--- config.mk ---
export PLATFORM = sky130hd
export DESIGN_NAME = hpr_hibernation_power_rtc_unit
export DESIGN_NICKNAME = d
export VERILOG_FILES = /design/src/rtl/hpr_pkg.sv /design/src/rtl/hpr_hibernation_power_rtc_unit.sv
export VERILOG_INCLUDE_DIRS = /design/src /design/src/rtl
export SDC_FILE = /design/constraint.sdc
export NUM_CORES = 2
export LEC_CHECK = 0
export ABC_AREA = 0
export BUFFER_PORTS_ARGS = -buffer_cell sky130_fd_sc_hd__buf_2
export CORE_MARGIN = 4
export CORE_UTILIZATION = 50
export CTS_CLUSTER_DIAMETER = 150
export DETAILED_ROUTE_END_ITERATION = 10
export PLACE_DENSITY_LB_ADDON = 0.3
export SLEW_MARGIN = 5
export SYNTH_ARGS = -nofsm -noshare
export SYNTH_HDL_FRONTEND = slang
export SYNTH_SLANG_ARGS = --single-unit
--- constraint.sdc ---
create_clock -name sys_clk -period 10.92 [get_ports sys_clk]
set_input_delay 1.092 -clock sys_clk [delete_from_list [all_inputs] [get_ports sys_clk]]
set_output_delay 1.092 -clock sys_clk [all_outputs]
set_load 0.02 [all_outputs]
--- src/rtl/hpr_params.svh ---
// constants of the hibernation power and seconds-counter unit
`ifndef HPR_PARAMS_SVH
`define HPR_PARAMS_SVH
// register byte offsets
`define HPR_OFF_COUNT 9'h000
`define HPR_OFF_MATCH0 9'h004
`define HPR_OFF_MATCH1 9'h008
`define HPR_OFF_LOAD 9'h00C
`define HPR_OFF_CTL 9'h010
`define HPR_OFF_MASK 9'h014
`define HPR_OFF_RAW 9'h018
`define HPR_OFF_MSK_ST 9'h01C
`define HPR_OFF_CLEAR 9'h020
`define HPR_OFF_TRIM 9'h024
`define HPR_OFF_MEM_LO 9'h030
`define HPR_OFF_MEM_HI 9'h12C
// power_control bit positions
`define HPR_CTL_CNT_EN 0
`define HPR_CTL_REQ 1
`define HPR_CTL_OSC_SEL 2
`define HPR_CTL_MATCH_WAKE 3
`define HPR_CTL_PIN_WAKE 4
`define HPR_CTL_BATTERY_LOW_FLAG_EN 5
`define HPR_CTL_OSC_EN 6
`define HPR_CTL_ABORT 7
// event bit positions
`define HPR_EV_MATCH0 0
`define HPR_EV_MATCH1 1
`define HPR_EV_BATTERY_LOW_FLAG 2
`define HPR_EV_WAKE 3
`define HPR_EV_W 4
// reset values
`define HPR_RST_MATCH 32'hFFFFFFFF
`define HPR_RST_LOAD 32'hFFFFFFFF
`define HPR_RST_CTL 32'h80000000
`define HPR_RST_TRIM 16'h7FFF
// timing counts
`define HPR_XTAL_DIV 128
`define HPR_TRIM_SLOT 6'h3E
`define HPR_MEM_WORDS 64
`endif

--- src/rtl/hpr_pkg.sv ---
// types of the hibernation power and seconds-counter unit
package hpr_pkg;
    // power sequencer states, one-hot
    typedef enum logic [1:0] {
        HPR_RUN = 2'b01,
        HPR_HIB = 2'b10
    } hpr_state_t;
    // software control fields
    typedef struct packed {
        logic abort;
        logic osc_en;
        logic battery_low_flag_en;
        logic pin_wake;
        logic match_wake;
        logic osc_sel;
        logic cnt_en;
    } hpr_ctl_t;
    // synchronised pin levels
    typedef struct packed {
        logic batt_low;
        logic wake_n;
        logic osc;
        logic xtal;
    } hpr_pins_t;
endpackage

--- src/rtl/hpr_hibernation_power_rtc_unit.sv ---
// hibernation power sequencer with seconds counter, events and retained words
//
// Contract
// power_hold_n low cuts chip supply, high restores it.
// while hibernating, an enabled pin or match wake releases power_hold_n.
// host spaces writes to counter, match, load, trim and memory registers.
// osc_select 0 divides crystal input by 128; 1 uses oscillator directly.
// reference tick path runs only while osc_enable is set.
// host waits crystal settling after osc_enable before other accesses.
// low battery with detection enabled sets battery_low_flag in raw status.
// abort enabled and low battery seen: power-down request is refused.
// battery is not evaluated while hibernated.
// 32-bit seconds counter advanced by a down-counting predivider.
// trim value divides one second in every 64; nominal 0x7FFF.
// trim above nominal lengthens that second, below shortens it.
// two 32-bit match compares, for wake or running event.
// counter advances only while seconds_counter_enable is set.
// counter_load write loads counter at any time.
// 64 retained 32-bit words, readable and writable, kept in hibernation.
// power_down_request starts hibernation unless aborted.
// host sets a wake source before requesting power-down.
// pin and match wake each have an enable; both may be set.
// enabled events are ORed onto one interrupt line.
// raw status shows pending events regardless of mask, wake kept.
// mask selects interrupt events; masked status is raw AND mask.
// writing one to event_clear clears that event; zero leaves it.
// match events sit at mask bits 1:0.
// match event raised when counter becomes equal to match value.
// register writes take effect within the write-spacing delay.
`timescale 1ns/1ps
`include "hpr_params.svh"

module hpr_hibernation_power_rtc_unit #(
    parameter int MEM_WORDS = `HPR_MEM_WORDS,
    parameter int XTAL_DIV = `HPR_XTAL_DIV
) (
    // clock and reset
    input wire logic sys_clk,
    input wire logic rst,
    // register port
    input wire logic [8:0] reg_addr,
    input wire logic [31:0] reg_wdata,
    input wire logic reg_wr,
    input wire logic reg_rd,
    output logic [31:0] reg_rdata,
    // pins
    input wire logic xtal_in,
    input wire logic osc_in,
    input wire logic external_wake_n,
    input wire logic battery_low_in,
    // power and interrupt
    output logic power_hold_n,
    output logic irq
);

    ////////////////////////////////////////////////////////////////////////
    // registers and state

    hpr_pkg::hpr_state_t state_r;
    hpr_pkg::hpr_ctl_t ctl_r;
    hpr_pkg::hpr_pins_t pin_s1, pin_s2, pin_s3, pin_lvl, pin_prev;
    logic [31:0] count_r, match0_r, match1_r, load_r;
    logic [15:0] trim_r, pre_r;
    logic [5:0] sec64_r;
    logic [6:0] xdiv_r;
    logic [3:0] mask_r, raw_r, raw_nxt, ev_set, ev_clr;
    logic [31:0] mem_r [MEM_WORDS];
    logic [31:0] rdata_r, rd_mux;
    logic hold_n_r, irq_r, eq0_r, eq1_r;

    assign reg_rdata = rdata_r;
    assign power_hold_n = hold_n_r;
    assign irq = irq_r;

    ////////////////////////////////////////////////////////////////////////
    // address decode

    logic wr_ctl, wr_load, in_mem, req_go, abort_now;
    logic [5:0] mem_idx;
    logic [8:0] mem_off;

    // write strobes per register
    assign wr_ctl = reg_wr && (reg_addr == `HPR_OFF_CTL);
    assign wr_load = reg_wr && (reg_addr == `HPR_OFF_LOAD);
    assign mem_off = reg_addr - `HPR_OFF_MEM_LO;
    assign mem_idx = mem_off[7:2];
    assign in_mem = (reg_addr >= `HPR_OFF_MEM_LO) && (reg_addr <= `HPR_OFF_MEM_HI)
                    && (reg_addr[1:0] == 2'h0);

    ////////////////////////////////////////////////////////////////////////
    // pin synchronisers, level accepted when stages two and three agree

    logic [3:0] pins_raw;
    assign pins_raw = {battery_low_in, external_wake_n, osc_in, xtal_in};

    genvar gi;
    generate
        for (gi = 0; gi < 4; gi++) begin : g_sync
            always_ff @(posedge sys_clk) begin
                if (rst) begin
                    pin_s1[gi] <= (gi == 2); // idle level, no false wake edge
                    pin_s2[gi] <= (gi == 2);
                    pin_s3[gi] <= (gi == 2);
                    pin_lvl[gi] <= (gi == 2);
                    pin_prev[gi] <= (gi == 2);
                end else begin
                    pin_s1[gi] <= pins_raw[gi];
                    pin_s2[gi] <= pin_s1[gi];
                    pin_s3[gi] <= pin_s2[gi];
                    if (pin_s2[gi] == pin_s3[gi]) begin
                        pin_lvl[gi] <= pin_s3[gi];
                    end
                    pin_prev[gi] <= pin_lvl[gi];
                end
            end
        end
    endgenerate

    logic xtal_rise, osc_rise, wake_fall, ref_tick;
    assign xtal_rise = pin_lvl.xtal && !pin_prev.xtal;
    assign osc_rise = pin_lvl.osc && !pin_prev.osc;
    assign wake_fall = !pin_lvl.wake_n && pin_prev.wake_n;

    ////////////////////////////////////////////////////////////////////////
    // reference tick: crystal by 128 or oscillator direct

    // crystal edge divider, idle while the reference is off
    always_ff @(posedge sys_clk) begin
        if (rst) begin
            xdiv_r <= 7'h00;
        end else if (!ctl_r.osc_en || ctl_r.osc_sel) begin
            xdiv_r <= 7'h00;
        end else if (xtal_rise) begin
            xdiv_r <= xdiv_r + 7'h01;
        end
    end

    assign ref_tick = ctl_r.osc_en && (ctl_r.osc_sel ? osc_rise
                      : (xtal_rise && (xdiv_r == 7'(XTAL_DIV - 1))));

    ////////////////////////////////////////////////////////////////////////
    // predivider and seconds counter

    logic sec_tick;
    assign sec_tick = ref_tick && ctl_r.cnt_en && (pre_r == 16'h0000);

    // predivider counts down; one second in 64 reloads the trim value
    always_ff @(posedge sys_clk) begin
        if (rst) begin
            pre_r <= `HPR_RST_TRIM;
            sec64_r <= 6'h00;
        end else if (sec_tick) begin
            sec64_r <= sec64_r + 6'h01;
            pre_r <= (sec64_r == `HPR_TRIM_SLOT) ? trim_r : `HPR_RST_TRIM;
        end else if (ref_tick && ctl_r.cnt_en) begin
            pre_r <= pre_r - 16'h0001;
        end
    end

    // seconds counter, load wins over advance
    always_ff @(posedge sys_clk) begin
        if (rst) begin
            count_r <= 32'h00000000;
        end else if (wr_load) begin
            count_r <= reg_wdata;
        end else if (sec_tick) begin
            count_r <= count_r + 32'h00000001;
        end
    end

    ////////////////////////////////////////////////////////////////////////
    // match compare, event on becoming equal

    logic eq0, eq1, hit0, hit1;
    assign eq0 = (count_r == match0_r);
    assign eq1 = (count_r == match1_r);
    assign hit0 = eq0 && !eq0_r;
    assign hit1 = eq1 && !eq1_r;

    // previous equality
    always_ff @(posedge sys_clk) begin
        if (rst) begin
            eq0_r <= 1'b0;
            eq1_r <= 1'b0;
        end else begin
            eq0_r <= eq0;
            eq1_r <= eq1;
        end
    end

    ////////////////////////////////////////////////////////////////////////
    // software registers

    // configuration writes
    always_ff @(posedge sys_clk) begin
        if (rst) begin
            match0_r <= `HPR_RST_MATCH;
            match1_r <= `HPR_RST_MATCH;
            load_r <= `HPR_RST_LOAD;
            trim_r <= `HPR_RST_TRIM;
            mask_r <= 4'h0;
            ctl_r <= '0;
        end else if (reg_wr) begin
            case (reg_addr)
                `HPR_OFF_MATCH0: match0_r <= reg_wdata;
                `HPR_OFF_MATCH1: match1_r <= reg_wdata;
                `HPR_OFF_LOAD: load_r <= reg_wdata;
                `HPR_OFF_TRIM: trim_r <= reg_wdata[15:0];
                `HPR_OFF_MASK: mask_r <= reg_wdata[3:0];
                `HPR_OFF_CTL: begin
                    ctl_r.cnt_en <= reg_wdata[`HPR_CTL_CNT_EN];
                    ctl_r.osc_sel <= reg_wdata[`HPR_CTL_OSC_SEL];
                    ctl_r.match_wake <= reg_wdata[`HPR_CTL_MATCH_WAKE];
                    ctl_r.pin_wake <= reg_wdata[`HPR_CTL_PIN_WAKE];
                    ctl_r.battery_low_flag_en <= reg_wdata[`HPR_CTL_BATTERY_LOW_FLAG_EN];
                    ctl_r.osc_en <= reg_wdata[`HPR_CTL_OSC_EN];
                    ctl_r.abort <= reg_wdata[`HPR_CTL_ABORT];
                end
                default: begin
                end
            endcase
        end
    end

    // retained words, no reset so contents survive
    always_ff @(posedge sys_clk) begin
        if (reg_wr && in_mem) begin
            mem_r[mem_idx] <= reg_wdata;
        end
    end

    ////////////////////////////////////////////////////////////////////////
    // events: sticky, set wins over clear

    always_comb begin
        ev_set = 4'h0;
        ev_set[`HPR_EV_MATCH0] = hit0;
        ev_set[`HPR_EV_MATCH1] = hit1;
        ev_set[`HPR_EV_BATTERY_LOW_FLAG] = ctl_r.battery_low_flag_en && pin_lvl.batt_low
                                 && (state_r == hpr_pkg::HPR_RUN);
        ev_set[`HPR_EV_WAKE] = wake_fall;
        ev_clr = (reg_wr && (reg_addr == `HPR_OFF_CLEAR)) ? reg_wdata[3:0] : 4'h0;
        raw_nxt = (raw_r & ~ev_clr) | ev_set;
    end

    // raw status and interrupt line
    always_ff @(posedge sys_clk) begin
        if (rst) begin
            raw_r <= 4'h0;
            irq_r <= 1'b0;
        end else begin
            raw_r <= raw_nxt;
            irq_r <= |(raw_r & mask_r);
        end
    end

    ////////////////////////////////////////////////////////////////////////
    // power sequencer

    logic wake_go;
    assign req_go = wr_ctl && reg_wdata[`HPR_CTL_REQ];
    assign abort_now = reg_wdata[`HPR_CTL_ABORT] && raw_r[`HPR_EV_BATTERY_LOW_FLAG];
    assign wake_go = (ctl_r.pin_wake && !pin_lvl.wake_n)
                     || (ctl_r.match_wake && (hit0 || hit1));

    // hold output follows the state
    always_ff @(posedge sys_clk) begin
        if (rst) begin
            state_r <= hpr_pkg::HPR_RUN;
            hold_n_r <= 1'b1;
        end else begin
            case (state_r)
                hpr_pkg::HPR_RUN: begin
                    if (req_go && !abort_now) begin
                        state_r <= hpr_pkg::HPR_HIB;
                        hold_n_r <= 1'b0;
                    end
                end
                hpr_pkg::HPR_HIB: begin
                    if (wake_go) begin
                        state_r <= hpr_pkg::HPR_RUN;
                        hold_n_r <= 1'b1;
                    end
                end
                default: begin
                    state_r <= hpr_pkg::HPR_RUN;
                    hold_n_r <= 1'b1;
                end
            endcase
        end
    end

    ////////////////////////////////////////////////////////////////////////
    // read path, data in the cycle after the strobe

    always_comb begin
        rd_mux = 32'h00000000;
        if (in_mem) begin
            rd_mux = mem_r[mem_idx];
        end else begin
            case (reg_addr)
                `HPR_OFF_COUNT: rd_mux = count_r;
                `HPR_OFF_MATCH0: rd_mux = match0_r;
                `HPR_OFF_MATCH1: rd_mux = match1_r;
                `HPR_OFF_LOAD: rd_mux = load_r;
                `HPR_OFF_CTL: begin
                    rd_mux = `HPR_RST_CTL;
                    rd_mux[`HPR_CTL_CNT_EN] = ctl_r.cnt_en;
                    rd_mux[`HPR_CTL_OSC_SEL] = ctl_r.osc_sel;
                    rd_mux[`HPR_CTL_MATCH_WAKE] = ctl_r.match_wake;
                    rd_mux[`HPR_CTL_PIN_WAKE] = ctl_r.pin_wake;
                    rd_mux[`HPR_CTL_BATTERY_LOW_FLAG_EN] = ctl_r.battery_low_flag_en;
                    rd_mux[`HPR_CTL_OSC_EN] = ctl_r.osc_en;
                    rd_mux[`HPR_CTL_ABORT] = ctl_r.abort;
                end
                `HPR_OFF_MASK: rd_mux = {28'h0000000, mask_r};
                `HPR_OFF_RAW: rd_mux = {28'h0000000, raw_r};
                `HPR_OFF_MSK_ST: rd_mux = {28'h0000000, raw_r & mask_r};
                `HPR_OFF_TRIM: rd_mux = {16'h0000, trim_r};
                default: rd_mux = 32'h00000000;
            endcase
        end
    end

    // read data register
    always_ff @(posedge sys_clk) begin
        if (rst) begin
            rdata_r <= 32'h00000000;
        end else if (reg_rd) begin
            rdata_r <= rd_mux;
        end else begin
            rdata_r <= 32'h00000000;
        end
    end

    ////////////////////////////////////////////////////////////////////////
    // checks

    a_req_cuts: assert property (@(posedge sys_clk) disable iff (rst)
        (state_r == hpr_pkg::HPR_RUN && req_go && !abort_now)
        |=> !power_hold_n ##1 (!power_hold_n || $past(wake_go)))
        else $error("power-down request did not assert hold");
    a_abort_keeps: assert property (@(posedge sys_clk) disable iff (rst)
        (state_r == hpr_pkg::HPR_RUN && req_go && abort_now) |=> power_hold_n)
        else $error("aborted request still cut power");
    a_pin_wake: assert property (@(posedge sys_clk) disable iff (rst)
        (state_r == hpr_pkg::HPR_HIB && ctl_r.pin_wake && !pin_lvl.wake_n) |=> power_hold_n)
        else $error("pin wake did not restore power");
    a_match_wake: assert property (@(posedge sys_clk) disable iff (rst)
        (state_r == hpr_pkg::HPR_HIB && ctl_r.match_wake && eq0 && !eq0_r) |=> power_hold_n)
        else $error("match wake did not restore power");
    a_load_takes: assert property (@(posedge sys_clk) disable iff (rst)
        wr_load |=> (count_r == $past(reg_wdata)))
        else $error("counter load not taken");
    a_count_still: assert property (@(posedge sys_clk) disable iff (rst)
        (!ctl_r.cnt_en && !wr_load) |=> $stable(count_r))
        else $error("counter moved while disabled");
    a_masked_read: assert property (@(posedge sys_clk) disable iff (rst)
        (reg_rd && reg_addr == `HPR_OFF_MSK_ST) |=> (reg_rdata[3:0] == $past(raw_r & mask_r)))
        else $error("masked status not raw and mask");
    a_clear_one: assert property (@(posedge sys_clk) disable iff (rst)
        (ev_clr[`HPR_EV_WAKE] && !wake_fall) |=> !raw_r[`HPR_EV_WAKE])
        else $error("clear did not remove wake event");
    a_batt_hib: assert property (@(posedge sys_clk) disable iff (rst)
        (state_r == hpr_pkg::HPR_HIB && !ev_clr[`HPR_EV_BATTERY_LOW_FLAG] && !raw_r[`HPR_EV_BATTERY_LOW_FLAG])
        |=> !raw_r[`HPR_EV_BATTERY_LOW_FLAG])
        else $error("battery evaluated while hibernated");
    a_irq_or: assert property (@(posedge sys_clk) disable iff (rst)
        (|(raw_r & mask_r)) |=> irq ##1 (irq || !$past(|(raw_r & mask_r))))
        else $error("enabled event did not raise interrupt");

    c_hib_cycle: cover property (@(posedge sys_clk) disable iff (rst)
        !power_hold_n ##[1:1000] power_hold_n);
    c_sec_tick: cover property (@(posedge sys_clk) disable iff (rst) sec_tick);
    c_match_irq: cover property (@(posedge sys_clk) disable iff (rst) hit0 ##[1:4] irq);
    c_abort: cover property (@(posedge sys_clk) disable iff (rst) req_go && abort_now);

endmodule // hpr_hibernation_power_rtc_unit

# Word-level counts from Yosys, hierarchy flattened
# Memories as Yosys holds them, arrays and structs flattened.
# Cells that the tools add are included.
# totals
ff_bits	245
ramBits	2048
inputBits	49
out_inout_bits	34
mem_count	1
# mem_list
name	words	width	read_ports	rd_ports_with_merged_regs	write_ports	line	rtl
mem_r	64	32	1	0	1	hpr_hibernation_power_rtc_unit.sv:67	logic [31:0] mem_r [MEM_WORDS];
# op_classes
add_sub_neg	5
n_lt_le_gt_ge	2
n_eq_ne	21
muxes	17
bitwise	5
reduce_logical	47
# ops
operator	n
one-hot mux 32 bit (9 select lines)	1
2-to-1 mux 32 bit	3
== test 32 bit	2
2-to-1 mux 16 bit	3
== test 9 x 5 -> 1 bit, second input constant	4
adder 32 x 1 -> 32 bit, second input constant	1
logical AND 1 bit	22
== test 9 x 4 -> 1 bit, second input constant	2
== test 9 x 6 -> 1 bit, second input constant	2
logical NOT 16 bit	1
subtractor 16 x 1 -> 16 bit, second input constant	1
AND reduction 2 bit	7
== test 9 x 3 -> 1 bit, second input constant	1
greater-or-equal comparator 9 x 6 -> 1 bit, second input constant	1
less-or-equal comparator 9 bit, second input constant	1
logical NOT 9 bit	1
bitwise AND 4 bit	2
subtractor 8 x 6 -> 8 bit, second input constant	1
adder 7 x 1 -> 7 bit, second input constant	1
== test 7 bit, second input constant	1
logical NOT 1 bit	7
adder 6 x 1 -> 6 bit, second input constant	1
== test 6 bit, second input constant	1
2-to-1 mux 1 bit	5
other kinds (17)	25

# Longest topological paths before layout
# depth
ltp_word	9
depth_mapped	14

# Worst setup path after synthesis
# Ideal clock, no wire load.
# synth_timing
path_kind	input to register
from	input reg_addr[4]
to	memory mem_r[44][0], enable pin
setup_ns	0.421
arrival_ns	4.893
t_required_ns	10.499
setup_slack_ns	5.605
stages	11
cell_sequence	buf_2 > buf_2 > inv_2 > buf_2 > buf_1 > ha_1 > clkbuf_1 > clkbuf_1 > o21ai_0 > clkbuf_1 > nor2_1
# synth_via
elab_chain_cells	6
word_cells_on_any_way	8
classes_between	add/sub: 1; order compare: 2; mux: 2; reduce/logical: 3
# synth_rtl
element	line	rtl
start, declared	hpr_hibernation_power_rtc_unit.sv:41	input wire logic [8:0] reg_addr,
greater-or-equal comparator 9 x 6 -> 1 bit (no source line) / less-or-equal comparator 9 bit (equally long branches)	-	
logical AND 1 bit (2 in a row)	hpr_hibernation_power_rtc_unit.sv:87	assign in_mem = (reg_addr >= `HPR_OFF_MEM_LO) && (reg_addr <= `HPR_OFF_MEM_HI)
logical AND 1 bit	hpr_hibernation_power_rtc_unit.sv:227	if (reg_wr && in_mem) begin
2-to-1 mux 1 bit	hpr_hibernation_power_rtc_unit.sv:227	
2-to-1 mux 1 bit (not written as such)	hpr_hibernation_power_rtc_unit.sv:228	mem_r[mem_idx] <= reg_wdata;
end, declared	hpr_hibernation_power_rtc_unit.sv:67	
# Several ways; a longest one is shown, not always the timed one.

# Worst setup path after layout
# layout_timing
from	input reg_addr[4]
to	register rdata_r[13] (netlist: reg_rdata[13])
# layout_via
elab_chain_cells	4
word_cells_on_any_way	17
classes_between	add/sub: 1; order compare: 2; eq/ne: 8; mux: 2; reduce/logical: 3; memory: 1
# layout_rtl
element	line	rtl
parallel branches: the longest is 3 deep, another holds memory read (64 x 32 bit)	-	
2-to-1 mux 32 bit *	hpr_hibernation_power_rtc_unit.sv:298	if (in_mem) begin
end signal, assigned	hpr_hibernation_power_rtc_unit.sv:330	rdata_r <= rd_mux;
end, declared	hpr_hibernation_power_rtc_unit.sv:68	logic [31:0] rdata_r, rd_mux;
# Every way passes the cells marked *.
# A chain may end at the register's enable or synchronous reset.

==> impl_metrics.json <==
{
  "status": "complete, but fails checks",
  "violations": "max-capacitance violations",
  "cts.sink_count": 2292,
  "power_frac_comb": 0.056,
  "dr.pass1.iters": 6,
  "io_buffer_count": 82,
  "worst_slack_ns": 5.26,
  "cp-startpoint": "reg_addr[4]",
  "wire_per_inst_um": 33.9,
  "r2r-start": "xdiv_r[0]$_SDFFE_PP0P_",
  "synth_seq_area_share": 0.739,
  "r2r-end": "count_r[21]$_SDFFE_PP0P_",
  "finalWirelength_um": 264000,
  "cp-end-kind": "flop",
  "die_x_um": 432,
  "yosys_warnings": 0,
  "crit_family": "buffers and inverters",
  "fp.dieH_um": 432,
  "setup_viol": 0,
  "cp_slowest_cell": "nor4_1",
  "rows": 155,
  "p_leak_nw": 33.4,
  "ff2ff_setup_slack_ns": 7.70,
  "place_congestion": 0.918,
  "nNetsFinal": 5291,
  "synth_fp_nets": 5170,
  "worstSkewPairLatency_ns": 0.86,
  "tightest_slew_ns": 1.46,
  "p_total_w": 0.0181,
  "hold_ws_ns": 0.429,
  "ys_ff_latch": 2292,
  "dpl.hpwl_um": 156000,
  "grt_pass1_vias": 48400,
  "max_freq_mhz": 177,
  "synthesis.area_sq_um": 89800,
  "cts_hold_buf": 0,
  "tns_ns": 0,
  "slew_headroom": 0.0158,
  "critPathMostFrequentCell": "buf_4",
  "p_seq_frac": 0.528,
  "critPathMaxFanout": 66,
  "critPathBufInv": 4,
  "grt_usage": 0.282,
  "drv_cap": 1,
  "start_kind": "input pin",
  "syn_area_per_cell_sq_um": 17.6,
  "num_vias": 50500,
  "max_stage_delay_ns": 1.29,
  "drt_iter0_drc": 7605,
  "clock_tree.buffer_depth": 3,
  "fill_cells": 13400,
  "async_flop_share": 0,
  "grt_max_degree": 109,
  "ios": 83,
  "synth.distinct_cells": 75,
  "grt_pass1_wl_um": 372000,
  "routed_via_density": 6.49,
  "drc": 0,
  "slew_viol_final": 0,
  "p_switching_w": 0.00402,
  "antenna_found_initial": 29,
  "ir_drop_v": 0.000160,
  "synth-main-ff-cell": "edfxtp_1",
  "cts_tree": "yes",
  "switching_share": 0.222,
  "start_util": 0.503,
  "reg2regPathDepth": 7,
  "grt.overflow.total": 0,
  "die_area_sq_um": 186000,
  "area_growth_pct": 12.2,
  "layout_commonest_cell": "edfxtp_1",
  "p_int_w": 0.0141,
  "arrival_ns": 6.34,
  "core_sq_um": 178000,
  "layout-drive-gt1-share": 0.174,
  "cp.depth": 9,
  "drtAntennaViolNets": 0,
  "cts_max_level": 4,
  "cts-buffers-inserted": 223,
  "finalClockSkew_ns": 0.0463,
  "path_class": "in -> reg",
  "path_cells": "buf_8, buf_4, buf_4, buf_4, mux4_2, mux2i_1, o22ai_1, nor4_1, o22ai_1",
  "path_clk_slew_ns": 0.06,
  "rsz0062_at_grt": "false",
  "cts_setup_buffers": 0,
  "required_ns": 11.60,
  "final_cell_mix": "edfxtp_1 (2048), mux2i_1 (600), mux4_2 (289)",
  "pre_cts_slack_ns": 4.54,
  "cp-endpoint": "reg_rdata[13]$_SDFF_PP0_",
  "powerDensity_nw_per_um2": 180,
  "synth_edf_count": 2048,
  "synth_cells": 5112,
  "fin_crit_ns": 5.66,
  "min_path_type": "reg -> reg",
  "finalHoldViolCount": 0,
  "pwr-share-clk": 0.416,
  "cts-root-buf": "clkbuf_16",
  "period_share": 0.518,
  "cts_resized": 0
}
==> cells in the mapped netlist, types with 10 or more instances <==
cell         n  area, sq um
nor2_1     194          728
buf_1       53          199
nor2b_1     17          106
nand4_1     38          238
xor2_1      15          131
clkbuf_1   202          758
a22o_1      23          201
o22ai_1     58          363
a22oi_1    278         2090
o21ai_0    131          656
o211ai_1    31          233
dfxtp_1    244         4880
buf_2       66          330
nor4_2      10          125
xnor2_1     87          762
a32oi_1     12          105
edfxtp_1  2048        61500
a21oi_1     35          175
nand2_1    279         1050
nand3_1    156          781
mux4_2     289         6510
a211oi_1    22          165
inv_1       21         78.8
nor3_1      19         95.1
a221oi_1    23          201
nor4_1      23          144
mux2i_1    600         6010
==> per-layer routing <==
metal | GRT usage | up-vias | share of wire
met3 | 0.0530 | 521 | 0.10
met2 | 0.431 | 2924 | 0.46
li1 | - | 20800 | -
met4 | 0.124 | 12 | 0.049
met1 | 0.398 | 26300 | 0.39
met5 | 0 | - | 0.00031
==> stage by stage <==
step                utilization  area, sq um  cells
global route              0.565       101000   7772
global placement          0.525        93600   7362
finish                    0.565       101000   7782
CTS                       0.564       101000   7767
floorplan                     -        89800   5112
detailed placement        0.525        93600   7363
==> worst min path at each step <==
| stage | from | end | slack, ns | cells past startpoint |
|---|---|---|---|---|
| finish | pin_s1[2]$_SDFF_PP1_ | pin_s2[2]$_SDFF_PP1_ | 0.43 | 1 |
| global route | pin_s1[2]$_SDFF_PP1_ | pin_s2[2]$_SDFF_PP1_ | 0.44 | 1 |
| CTS | pin_s1[2]$_SDFF_PP1_ | pin_s2[2]$_SDFF_PP1_ | 0.42 | 1 |
| detailed placement | pin_s1[2]$_SDFF_PP1_ | pin_s2[2]$_SDFF_PP1_ | 0.41 | 1 |
| global placement | pin_s1[2]$_SDFF_PP1_ | pin_s2[2]$_SDFF_PP1_ | 0.40 | 1 |
| floorplan | pin_s1[2]$_SDFF_PP1_ | pin_s2[2]$_SDFF_PP1_ | 0.39 | 1 |
==> cell type report <==
cell class,instances,area [sq um],share of cell area
Tap cell,2355,2950,0.0292
Antenna cell,15,37.5,0.000373
Multi-Input combinational cell,2473,22700,0.225
Timing Repair Buffer,218,1500,0.0149
Clock buffer,276,5910,0.0587
Clock inverter,128,1200,0.0119
Inverter,25,98.8,0.000981
Sequential cell,2292,66400,0.659
==> state kept, by name (all words and copies together), names as in the netlist <==
name,cells
xdiv_r,7
pin_lvl,4
pre_r,16
eq0_r,1
load_r,32
sec64_r,6
irq,1
ctl_r,7
match1_r,32
mask_r,4
reg_rdata,32
count_r,32
pin_s1,4
match0_r,32
state_r,2
eq1_r,1
trim_r,16
pin_prev,3
raw_r,4
pin_s3,4
pin_s2,4
mem_r,2048
==> kinds of logic (layout without fill, tap and decap cells) <==
| logic type | after synthesis | in the layout | share of synthesized area |
|---|---|---|---|
| flip-flops | 2292 | 2292 | 0.739 |
| multiplexers | 889 | 889 | 0.139 |
| AND/OR/NAND/NOR | 794 | 794 | 0.0414 |
| AO/OA/AOI/OAI | 679 | 679 | 0.0531 |
| buffers and inverters | 347 | 647 | 0.0155 |
| XOR/XNOR | 102 | 102 | 0.00995 |
| adder cells (fa/ha/maj) | 9 | 9 | 0.00125 |
| other | 0 | 15 | 0 |
==> power by group through the flow <==
stage	Combinational, W	Clock, W	Sequential (W)
floorplan	0.000461	0	0.00975
global placement	0.000997	0	0.00975
detailed placement	0.00101	0	0.00975
finish	0.00102	0.00753	0.00957
global route	0.00105	0.00799	0.00956
CTS	0.00101	0.00760	0.00957
==> worst register-to-register path, cell delays in order (launching register included) <==
cell and delay, ns:
dfxtp_1 0.38, ha_1 0.18, nand4b_1 0.23, nor4_1 0.68, o2111a_1 0.98, nand4_1 0.27, xnor2_1 0.20, a22o_1 0.18
Note: power is estimated with default switching activity, not from simulation.
